$ cat src/pin_strap_pkg.sv
// Constants, register layout and types for the strap and program memory pin block
package pin_strap_pkg;
    // Register byte offsets
    localparam logic [7:0] CTRL_OFFSET = 8'h00;
    localparam logic [7:0] STATUS_OFFSET = 8'h04;

    // Control register fields
    localparam int CTRL_ROM_SEL_BIT = 0;
    localparam int CTRL_CPU_IDLE_BIT = 1;
    localparam int CTRL_CLK_SLEEP_BIT = 2;
    localparam logic [2:0] CTRL_RESET = 3'h1;

    // Status register fields
    localparam int STAT_STRAP_LSB = 0;
    localparam int STAT_EXT_CLK_BIT = 3;
    localparam int STAT_FREQ48_BIT = 4;
    localparam int STAT_FREQ_RSVD_BIT = 5;
    localparam int STAT_LOW_POWER_BIT = 6;
    localparam int STAT_VALID_BIT = 7;

    // Strap layout and encodings
    localparam int STRAP_WIDTH = 3;
    localparam int CLKDRV_BIT = 2;
    localparam logic [1:0] FREQ_24MHZ = 2'h0;
    localparam logic [1:0] FREQ_48MHZ = 2'h3;
    localparam logic CLKDRV_CRYSTAL = 1'h0;

    // Bus widths
    localparam int ADDR_UPPER_WIDTH = 13;
    localparam int DATA_WIDTH = 8;

    typedef enum logic [1:0] {
        PH_STRAP = 2'b01,
        PH_ADDR = 2'b10
    } pin_phase_e;
endpackage

$ cat src/addr_pin_ctrl.sv
// One shared low address pin: strap input during reset, address output afterwards, floated when strapped high in low power
`timescale 1ns/1ps
module addr_pin_ctrl (
    input wire logic clk,
    input wire logic reset,
    input wire logic addr_bit,
    input wire logic strap_bit,
    input wire logic low_power,
    output logic pin_out,
    output logic pin_oe_n,
    output logic pulldown_en
);
    pin_strap_pkg::pin_phase_e phase;
    pin_strap_pkg::pin_phase_e next_phase;
    logic next_pin_out;
    logic next_pin_oe_n;
    logic next_pulldown_en;

    always_comb begin
        next_phase = phase;
        next_pin_out = addr_bit;
        next_pin_oe_n = 1'b0;
        next_pulldown_en = 1'b0;
        case (phase)
            pin_strap_pkg::PH_STRAP: begin
                next_phase = pin_strap_pkg::PH_ADDR;
            end
            pin_strap_pkg::PH_ADDR: begin
                // Float only if strapped high, else behave like upper address pins
                if (strap_bit && low_power) begin
                    next_pin_oe_n = 1'b1;
                end else begin
                    next_pin_oe_n = 1'b0;
                end
            end
            default: begin
                next_phase = pin_strap_pkg::PH_ADDR;
            end
        endcase
    end

    always_ff @(posedge clk or posedge reset) begin
        if (reset) begin
            phase <= pin_strap_pkg::PH_STRAP;
            pin_out <= 1'b0;
            pin_oe_n <= 1'b1;
            pulldown_en <= 1'b1;
        end else begin
            phase <= next_phase;
            pin_out <= next_pin_out;
            pin_oe_n <= next_pin_oe_n;
            pulldown_en <= next_pulldown_en;
        end
    end
endmodule

$ cat src/prog_mem_pin_ctrl.sv
// Clock strap capture and external program memory pin control with APB registers
//
// Our own choices: the APB interface to the registers and the register offsets.
`timescale 1ns/1ps
// Behaviour
// - The three low address pins are sampled during reset and held at release to choose clock source and rate.
// - A clock drive strap of 0 means crystal at 24MHz only, 1 means external clock at 24MHz or 48MHz.
// - During reset the clock drive strap pin has a weak pull-down so it reads 0 unless driven high.
// - After reset the pull-down is released and the pin drives address bit 2 again.
// - With drive strap 1, address bit 2 floats while idle is set, wake line is low and sleep is set.
// - With drive strap 0, address bit 2 is always driven like the upper address bits outside reset.
// - With the internal ROM select at 0 the eight-bit data bus moves data between CPU and external memory.
// - Address bits 15 to 3 go out on dedicated output pins.
// - The frequency strap on address bits 1 and 0 gives 24MHz for 00 and 48MHz for 11, others reserved.
module prog_mem_pin_ctrl (
    input wire logic clk,
    input wire logic reset,
    input wire logic psel,
    input wire logic penable,
    input wire logic pwrite,
    input wire logic [7:0] paddr,
    input wire logic [31:0] pwdata,
    output logic [31:0] prdata,
    output logic pready,
    output logic pslverr,
    input wire logic wake_irq_line,
    input wire logic [15:0] cpu_addr,
    input wire logic [7:0] cpu_wdata,
    input wire logic cpu_write,
    output logic [7:0] cpu_rdata,
    output logic [12:0] prog_mem_addr_upper,
    input wire logic [2:0] prog_mem_addr_low_in,
    output logic [2:0] prog_mem_addr_low_out,
    output logic [2:0] prog_mem_addr_low_oe_n,
    output logic [2:0] strap_pulldown_en,
    input wire logic [7:0] prog_mem_data_bus_in,
    output logic [7:0] prog_mem_data_bus_out,
    output logic [7:0] prog_mem_data_bus_oe_n,
    output logic ext_clock_select,
    output logic clock_48mhz_select,
    output logic crystal_osc_enable
);
    // Strap capture, no async reset: the pins are only meaningful while reset is held
    logic [2:0] strap;
    logic strap_valid;
    logic next_strap_valid;

    // Control register bits
    logic internal_rom_select;
    logic cpu_idle;
    logic clock_sleep;
    logic next_internal_rom_select;
    logic next_cpu_idle;
    logic next_clock_sleep;

    // Bus answer
    logic [31:0] next_prdata;
    logic next_pready;
    logic next_pslverr;

    // Memory side
    logic [12:0] next_addr_upper;
    logic [7:0] next_cpu_rdata;
    logic [7:0] next_data_out;
    logic [7:0] next_data_oe_n;
    logic low_power;

    // Clock selection
    logic next_ext_clock_select;
    logic next_clock_48mhz_select;
    logic next_crystal_osc_enable;
    logic freq_reserved;

    logic apb_access;
    logic apb_write;

    always_ff @(posedge clk) begin
        if (reset) begin
            strap <= prog_mem_addr_low_in;
        end
    end

    always_comb begin
        next_strap_valid = 1'b1;
    end

    always_ff @(posedge clk or posedge reset) begin
        if (reset) begin
            strap_valid <= 1'b0;
        end else begin
            strap_valid <= next_strap_valid;
        end
    end

    // Low power condition shared by all three strap pins
    assign low_power = cpu_idle && !wake_irq_line && clock_sleep;

    genvar gi;
    generate
        for (gi = 0; gi < pin_strap_pkg::STRAP_WIDTH; gi++) begin : g_low_pin
            addr_pin_ctrl u_pin (
                .clk(clk),
                .reset(reset),
                .addr_bit(cpu_addr[gi]),
                .strap_bit(strap[gi]),
                .low_power(low_power),
                .pin_out(prog_mem_addr_low_out[gi]),
                .pin_oe_n(prog_mem_addr_low_oe_n[gi]),
                .pulldown_en(strap_pulldown_en[gi])
            );
        end
    endgenerate

    // APB slave, one wait state so pready comes from a flop
    assign apb_access = psel && penable && !pready;
    assign apb_write = apb_access && pwrite;

    always_comb begin
        next_internal_rom_select = internal_rom_select;
        next_cpu_idle = cpu_idle;
        next_clock_sleep = clock_sleep;
        next_prdata = 32'h0;
        next_pready = apb_access;
        next_pslverr = 1'b0;
        if (apb_access) begin
            if (paddr == pin_strap_pkg::CTRL_OFFSET) begin
                if (apb_write) begin
                    next_internal_rom_select = pwdata[pin_strap_pkg::CTRL_ROM_SEL_BIT];
                    next_cpu_idle = pwdata[pin_strap_pkg::CTRL_CPU_IDLE_BIT];
                    next_clock_sleep = pwdata[pin_strap_pkg::CTRL_CLK_SLEEP_BIT];
                end else begin
                    next_prdata[pin_strap_pkg::CTRL_ROM_SEL_BIT] = internal_rom_select;
                    next_prdata[pin_strap_pkg::CTRL_CPU_IDLE_BIT] = cpu_idle;
                    next_prdata[pin_strap_pkg::CTRL_CLK_SLEEP_BIT] = clock_sleep;
                end
            end else if (paddr == pin_strap_pkg::STATUS_OFFSET) begin
                // Writes here are ignored: straps are read only
                if (!pwrite) begin
                    next_prdata[pin_strap_pkg::STAT_STRAP_LSB +: 3] = strap;
                    next_prdata[pin_strap_pkg::STAT_EXT_CLK_BIT] = ext_clock_select;
                    next_prdata[pin_strap_pkg::STAT_FREQ48_BIT] = clock_48mhz_select;
                    next_prdata[pin_strap_pkg::STAT_FREQ_RSVD_BIT] = freq_reserved;
                    next_prdata[pin_strap_pkg::STAT_LOW_POWER_BIT] = low_power;
                    next_prdata[pin_strap_pkg::STAT_VALID_BIT] = strap_valid;
                end
            end else begin
                next_pslverr = 1'b1;
            end
        end
    end

    always_ff @(posedge clk or posedge reset) begin
        if (reset) begin
            internal_rom_select <= pin_strap_pkg::CTRL_RESET[pin_strap_pkg::CTRL_ROM_SEL_BIT];
            cpu_idle <= pin_strap_pkg::CTRL_RESET[pin_strap_pkg::CTRL_CPU_IDLE_BIT];
            clock_sleep <= pin_strap_pkg::CTRL_RESET[pin_strap_pkg::CTRL_CLK_SLEEP_BIT];
            prdata <= 32'h0;
            pready <= 1'b0;
            pslverr <= 1'b0;
        end else begin
            internal_rom_select <= next_internal_rom_select;
            cpu_idle <= next_cpu_idle;
            clock_sleep <= next_clock_sleep;
            prdata <= next_prdata;
            pready <= next_pready;
            pslverr <= next_pslverr;
        end
    end

    // Clock source and rate from the latched straps
    assign freq_reserved = strap_valid && (strap[1:0] != pin_strap_pkg::FREQ_24MHZ)
        && (strap[1:0] != pin_strap_pkg::FREQ_48MHZ);

    always_comb begin
        next_ext_clock_select = 1'b0;
        next_clock_48mhz_select = 1'b0;
        next_crystal_osc_enable = 1'b1;
        if (strap_valid) begin
            if (strap[pin_strap_pkg::CLKDRV_BIT] == pin_strap_pkg::CLKDRV_CRYSTAL) begin
                // Crystal is 24MHz only, the rate strap is ignored
                next_crystal_osc_enable = 1'b1;
            end else begin
                next_ext_clock_select = 1'b1;
                next_crystal_osc_enable = 1'b0;
                // Reserved codes fall back to 24MHz as the safer rate
                next_clock_48mhz_select = (strap[1:0] == pin_strap_pkg::FREQ_48MHZ);
            end
        end
    end

    always_ff @(posedge clk or posedge reset) begin
        if (reset) begin
            ext_clock_select <= 1'b0;
            clock_48mhz_select <= 1'b0;
            crystal_osc_enable <= 1'b1;
        end else begin
            ext_clock_select <= next_ext_clock_select;
            clock_48mhz_select <= next_clock_48mhz_select;
            crystal_osc_enable <= next_crystal_osc_enable;
        end
    end

    // External program memory address and data
    always_comb begin
        next_addr_upper = cpu_addr[15:3];
        next_cpu_rdata = cpu_rdata;
        next_data_out = cpu_wdata;
        next_data_oe_n = 8'hff;
        if (!internal_rom_select) begin
            if (cpu_write) begin
                next_data_oe_n = 8'h00;
            end else begin
                next_cpu_rdata = prog_mem_data_bus_in;
            end
        end
    end

    always_ff @(posedge clk or posedge reset) begin
        if (reset) begin
            prog_mem_addr_upper <= 13'h0;
            cpu_rdata <= 8'h0;
            prog_mem_data_bus_out <= 8'h0;
            prog_mem_data_bus_oe_n <= 8'hff;
        end else begin
            prog_mem_addr_upper <= next_addr_upper;
            cpu_rdata <= next_cpu_rdata;
            prog_mem_data_bus_out <= next_data_out;
            prog_mem_data_bus_oe_n <= next_data_oe_n;
        end
    end
endmodule

$ cat config.mk
export PLATFORM = sky130hd
export DESIGN_NAME = prog_mem_pin_ctrl
export DESIGN_NICKNAME = d
export VERILOG_FILES = /design/src/pin_strap_pkg.sv /design/src/addr_pin_ctrl.sv /design/src/prog_mem_pin_ctrl.sv
export SDC_FILE = /design/constraint.sdc
export NUM_CORES = 1
export LEC_CHECK = 0
export BUFFER_PORTS_ARGS = -buffer_cell sky130_fd_sc_hd__buf_2
export CORE_MARGIN = 1.5
export CORE_UTILIZATION = 30
export CTS_BUF_LIST = sky130_fd_sc_hd__clkbuf_2
export DETAILED_ROUTE_END_ITERATION = 8
export PLACE_DENSITY_LB_ADDON = 0.15
export SLEW_MARGIN = 0
export SYNTH_ARGS = -nofsm -noshare
export SYNTH_HDL_FRONTEND = slang
export SYNTH_SLANG_ARGS = --single-unit
$ cat constraint.sdc
create_clock -name clk -period 4.8 [get_ports clk]
set_input_delay 0.48 -clock clk [delete_from_list [all_inputs] [get_ports clk]]
set_output_delay 0.48 -clock clk [all_outputs]
set_load 0.05 [all_outputs]
# --- Yosys cells after proc, flatten, opt, wreduce, memory -nomap -nowiden ---
# Index checks and enable logic that the tools add are counted.
totals:
  reg_bits: 70
  latch_bits: 0
  mem_bits_rw: 0
  mem_bits_ro: 0
  inputBits: 82
  output_inout_bits: 83
  word_cells: 72
  n_memories: 0
classes:
  addsub: 0
  mul: 0
  div_mod_pow: 0
  n_lt_le_gt_ge: 0
  n_eq_ne: 6
  shifts: 0
  n_mux: 23
  n_bitwise: 2
  n_reduce_logical: 16
ops:
  columns: ["operator", "n"]
  rows:
  - ["two-way mux 8 bit", 5]
  - ["two-way mux 1 bit", 15]
  - ["logical AND 1 bit", 10]
  - ["== test 2 bit, second input constant", 4]
  - ["== test 8 x 3 -> 1 bit, second input constant", 1]
  - ["zero test 8 bit", 1]
  - ["two-way mux 3 bit", 2]
  - ["two-way mux 5 bit", 1]
  - ["AND reduction 3 bit", 1]
  - ["zero test 1 bit", 2]
  - ["!= test 2 bit, second input constant", 1]
  - ["NOT 1 bit", 2]
  - ["AND reduction 2 bit", 1]
  - ["nonzero test 2 bit", 1]

# --- Longest topological paths before layout ---
depth:
  ltp_word: 7
  ltp_mapped: 4
  ltp_nobuf: 4

# --- Cells and area by module ---
# Synthesis repeated with hierarchy kept, for this count alone.
hier_totals:
  cells_unflattened: 153
  area_unflattened_um2: 2302.2
by_module_without_submodules:
  columns: ["module", "instances", "cells_each", "area_per_inst_um2", "seq_area_each_um2"]
  rows:
  - ["prog_mem_pin_ctrl", 1, 126, 1851.8, 1270.0]
  - ["addr_pin_ctrl", 3, 9, 150.1, 128.9]

# --- Worst setup path after synthesis ---
# OpenSTA, ideal clock, no wires.
synth_path:
  path_kind: "reg-to-reg"
  startpoint: "reg pready"
  endpoint: "reg clock_sleep"
  setup_time_ps: 125
  arrival_ps: 1384
  required_ps: 4675
  slack_ps: 3291
  path_stages_with_launch: 5
  path_buffers: 0
  synth_period_minus_slack_ps: 1509
  path_cell_list: "dfrtp_1 > nand3b_1 > inv_1 > nand4_2 > mux2_2"
synth_between:
  elab_chain_cells: 4
synth_rtl:
  columns: ["item", "line_no", "rtl"]
  rows:
  - ["start: declaration", "prog_mem_pin_ctrl.sv:24", "output logic pready,"]
  - ["start signal: assignment", "prog_mem_pin_ctrl.sv:165", "pready <= next_pready;"]
  - ["zero test 1 bit (*)", "prog_mem_pin_ctrl.sv:115", "assign apb_access = psel && penable && !pready;"]
  - ["logical AND 1 bit (*)", "prog_mem_pin_ctrl.sv:115", null]
  - ["net apb_access", "prog_mem_pin_ctrl.sv:74", "logic apb_access;"]
  - ["logical AND 1 bit", "prog_mem_pin_ctrl.sv:116", "assign apb_write = apb_access && pwrite;"]
  - ["AND reduction 3 bit (no source line) (*)", null, null]
  - ["end signal: assignment", "prog_mem_pin_ctrl.sv:156", "clock_sleep <= pin_strap_pkg::CTRL_RESET[pin_strap_pkg::CTRL_CLK_SLEEP_BIT];"]
  - ["end signal: assignment", "prog_mem_pin_ctrl.sv:163", "clock_sleep <= next_clock_sleep;"]
  - ["end: declaration", "prog_mem_pin_ctrl.sv:51", "logic clock_sleep;"]
# The timed path passes the listed nets; every way through them passes the cells marked *.
# A chain may end at the register's enable or synchronous reset.

==> metrics.cfg <==
[grt]
antenna_found_initial=0
first_global_vias=1369
gr-total-overflow=0
grt_max_degree=33
grt_usage_pct=10.58
grt_pass1_wl_um=6334

[setup_path]
cp.required_ns=4.32
ff2ff_path_depth=4
cp.depth=1
cp_max_fo=8
start_kind=flop
worstPathCellList=buf_2
endpoint_kind=output pin
critical-path-max-stage-delay_ns=0.61
cp.arrival_ns=1.35
crit_buf_inv=1
crit_path_start=prog_mem_data_bus_oe_n[6]
crit_type=flop to output pin
r2r_setup_slack_ns=3.44
cp_slowest_cell=dfstp_2
crit_family=flip-flops
r2r_start=pready

[clocking]
cts_buffer_depth=2
cts_made_buffers=9
cts_setup_buffers=0
postCtsHoldBufs=0
cts.clk_slew.worst_paths_ns=0.18
cts.htree.levels=3
cts_resized=0
clk_latency_ns=0.47
cts_tree=done
cts_num_sinks=63
ctsRootBufferMaster=clkbuf_2

[finish]
num_antenna_cells=0
seqCellArea_um2=1604
syn_to_final_growth_pct=28.52
utilization_pct=40.20
layout-drive-gt1-share_pct=57.20
final.fill_count=738
multiInputGateArea_um2=478.0
nets=348

[detailed_routing]
drt-pass1-iter-count=4
vias=1407
drc_errors=0
routed_via_density=3.803
totalWireLength_um=4158
wl_per_cell_um=11.24
drtIter0Drc=20
ant_nets=0

[floorplanning]
io-pin-count=165
die-area_um2=8135
core.rowCount=31
core_um2=7292
die_w_um=90.20
die_y_um=90.20
start_util_pct=31.28

[logic_synthesis]
yosys.area.top_type=dfrtp_1
ys_warn_count=0
synthTopCellsByArea=dfrtp_1 (55%), buf_4 (13%), dfstp_2 (12%)
synth.most_common_cell=dfrtp_1
synthArstFlopShare_pct=95.24
syn_area_um2=2281
synthDistinctLibCells=25
yosysSeqAreaShare_pct=70.32
synth_ff_type=dfrtp_1
ys_seq_elements=63
synth_top_area_share_pct=54.85
avgSynthCellArea_um2=15.01
ys_top_cells_by_count=dfrtp_1 (50), buf_4 (40), mux2_2 (11), dfstp_2 (10)
synthCells=152
synth-edff-count=3

[power_and_ir_drop]
power.leakage_nw=1.547
ir_worst_vdd_uv=171.1
powerDensity_nw_per_um2=391.2

[sta]
finalCritPeriodShare_pct=38.15
tns_ns=0
period_needed_ns=1.831
skew_ns=0.01208
max_freq_mhz=546.1
setup_viol=0
slew_headroom_pct=61.20
maxSlewViolCount=0
grt_setup_unrepaired=false
timing.final.hold_violations=0
worst_pin_slew_ns=0.5812

[placement]
dp_hpwl_um=3214
port_buffers=111
globalplace.congestion=0.6768

[status]
status=finished clean

[min_path]
hp-class=primary input to asynchronous set/reset pin

[flow_run]
max-cap-violations=0

area by class of cell:
type	count	area share, %
flip-flops and latches	63	54.72
repair buffers	113	19.55
multi-input cells	76	16.30
well taps	99	4.225
clock inverters	7	3.286
clock buffers	9	1.536
inverters	3	0.3841
per-stage QoR:
stage / setup WS, ns / total power, mW / instances / instance area [µm²] / hold WS, ns
finish: 2.969 / 1.147 / 370 / 2932 / 0.07358
global route: 2.824 / 1.202 / 370 / 2932 / 0.0001695
CTS: 2.891 / 1.168 / 369 / 2922 / 0.02826
detailed placement: 3.206 / 0.7919 / 353 / 2780 / 0.4328
global placement: 3.204 / 0.7909 / 353 / 2780 / 0.4381
floorplan: 2.852 / 0.7581 / 182 / 2394 / 0.4255
cells by family (layout without fill, tap and decap cells):
family / Yosys count / in the layout / synth area share, %
AOI/OAI and AO/OA: 1 / 1 / 0.2192
muxes: 14 / 14 / 6.747
DFF: 63 / 63 / 70.32
and+or+nand+nor: 28 / 28 / 8.337
buffers and inverters: 43 / 132 / 13.66
xor gates and xnor gates: 1 / 1 / 0.3841
other: 2 / 32 / 0.3293
worst register-to-register path: stages (launching register included):
cell,delay (ns)
dfrtp_1,0.41
nand3b_1,0.24
inv_1,0.17
nand4_2,0.16
mux2_2,0.31
worst paths after layout:
kind                                          endpoint
max                          prog_mem_data_bus_oe_n[3]
min                        g_low_pin[1].u_pin.phase[1]
max reg2reg                                clock_sleep
min reg2reg                g_low_pin[2].u_pin.pin_oe_n
max in group asynchronous      prog_mem_addr_upper[11]
min in group clk               prog_mem_addr_upper[10]
state kept, by name, summed over array words and instances, names as in the netlist:
register	cells
pready	1
strap	3
g_low_pin.u_pin.phase	6
prog_mem_addr_upper	13
internal_rom_select	1
strap_valid	1
g_low_pin.u_pin.pulldown_en	1
prdata	8
clock_sleep	1
clock_48mhz_select	1
prog_mem_data_bus_oe_n	1
prog_mem_data_bus_out	8
pslverr	1
ext_clock_select	1
cpu_rdata	8
g_low_pin.u_pin.pin_out	3
crystal_osc_enable	1
g_low_pin.u_pin.pin_oe_n	3
cpu_idle	1
per-layer routing:
metal	track usage (%)	vias to the layer above	part of all wire [%]
met5	0	-	0
met4	5.952	0	1.3
met3	5.753	6	11
met2	16.54	83	49
met1	11.37	660	39
li1	-	658	-
cell usage in the layout, fill, tap and decap left out, types with 2 or more instances in the layout:
cell and count:
and2_1 4, edfxtp_1 3, mux2i_1 3, dfstp_2 10, buf_2 111, nand3b_1 2, mux2_2 11, nand2_1 4
nor4_1 3, conb_1 32, clkbuf_2 9, nor3_1 3, dfrtp_1 50, nor2b_1 2, clkinv_4 2, and3_1 2
bufinv_16 2, inv_1 2
power breakdown:
| part | switching (mW) | internal (mW) |
|---|---|---|
| Combinational | 0.164 | 0.0427 |
| Clock | 0.194 | 0.174 |
| Sequential | 0.0106 | 0.563 |
(Power assumes the default switching activity.)
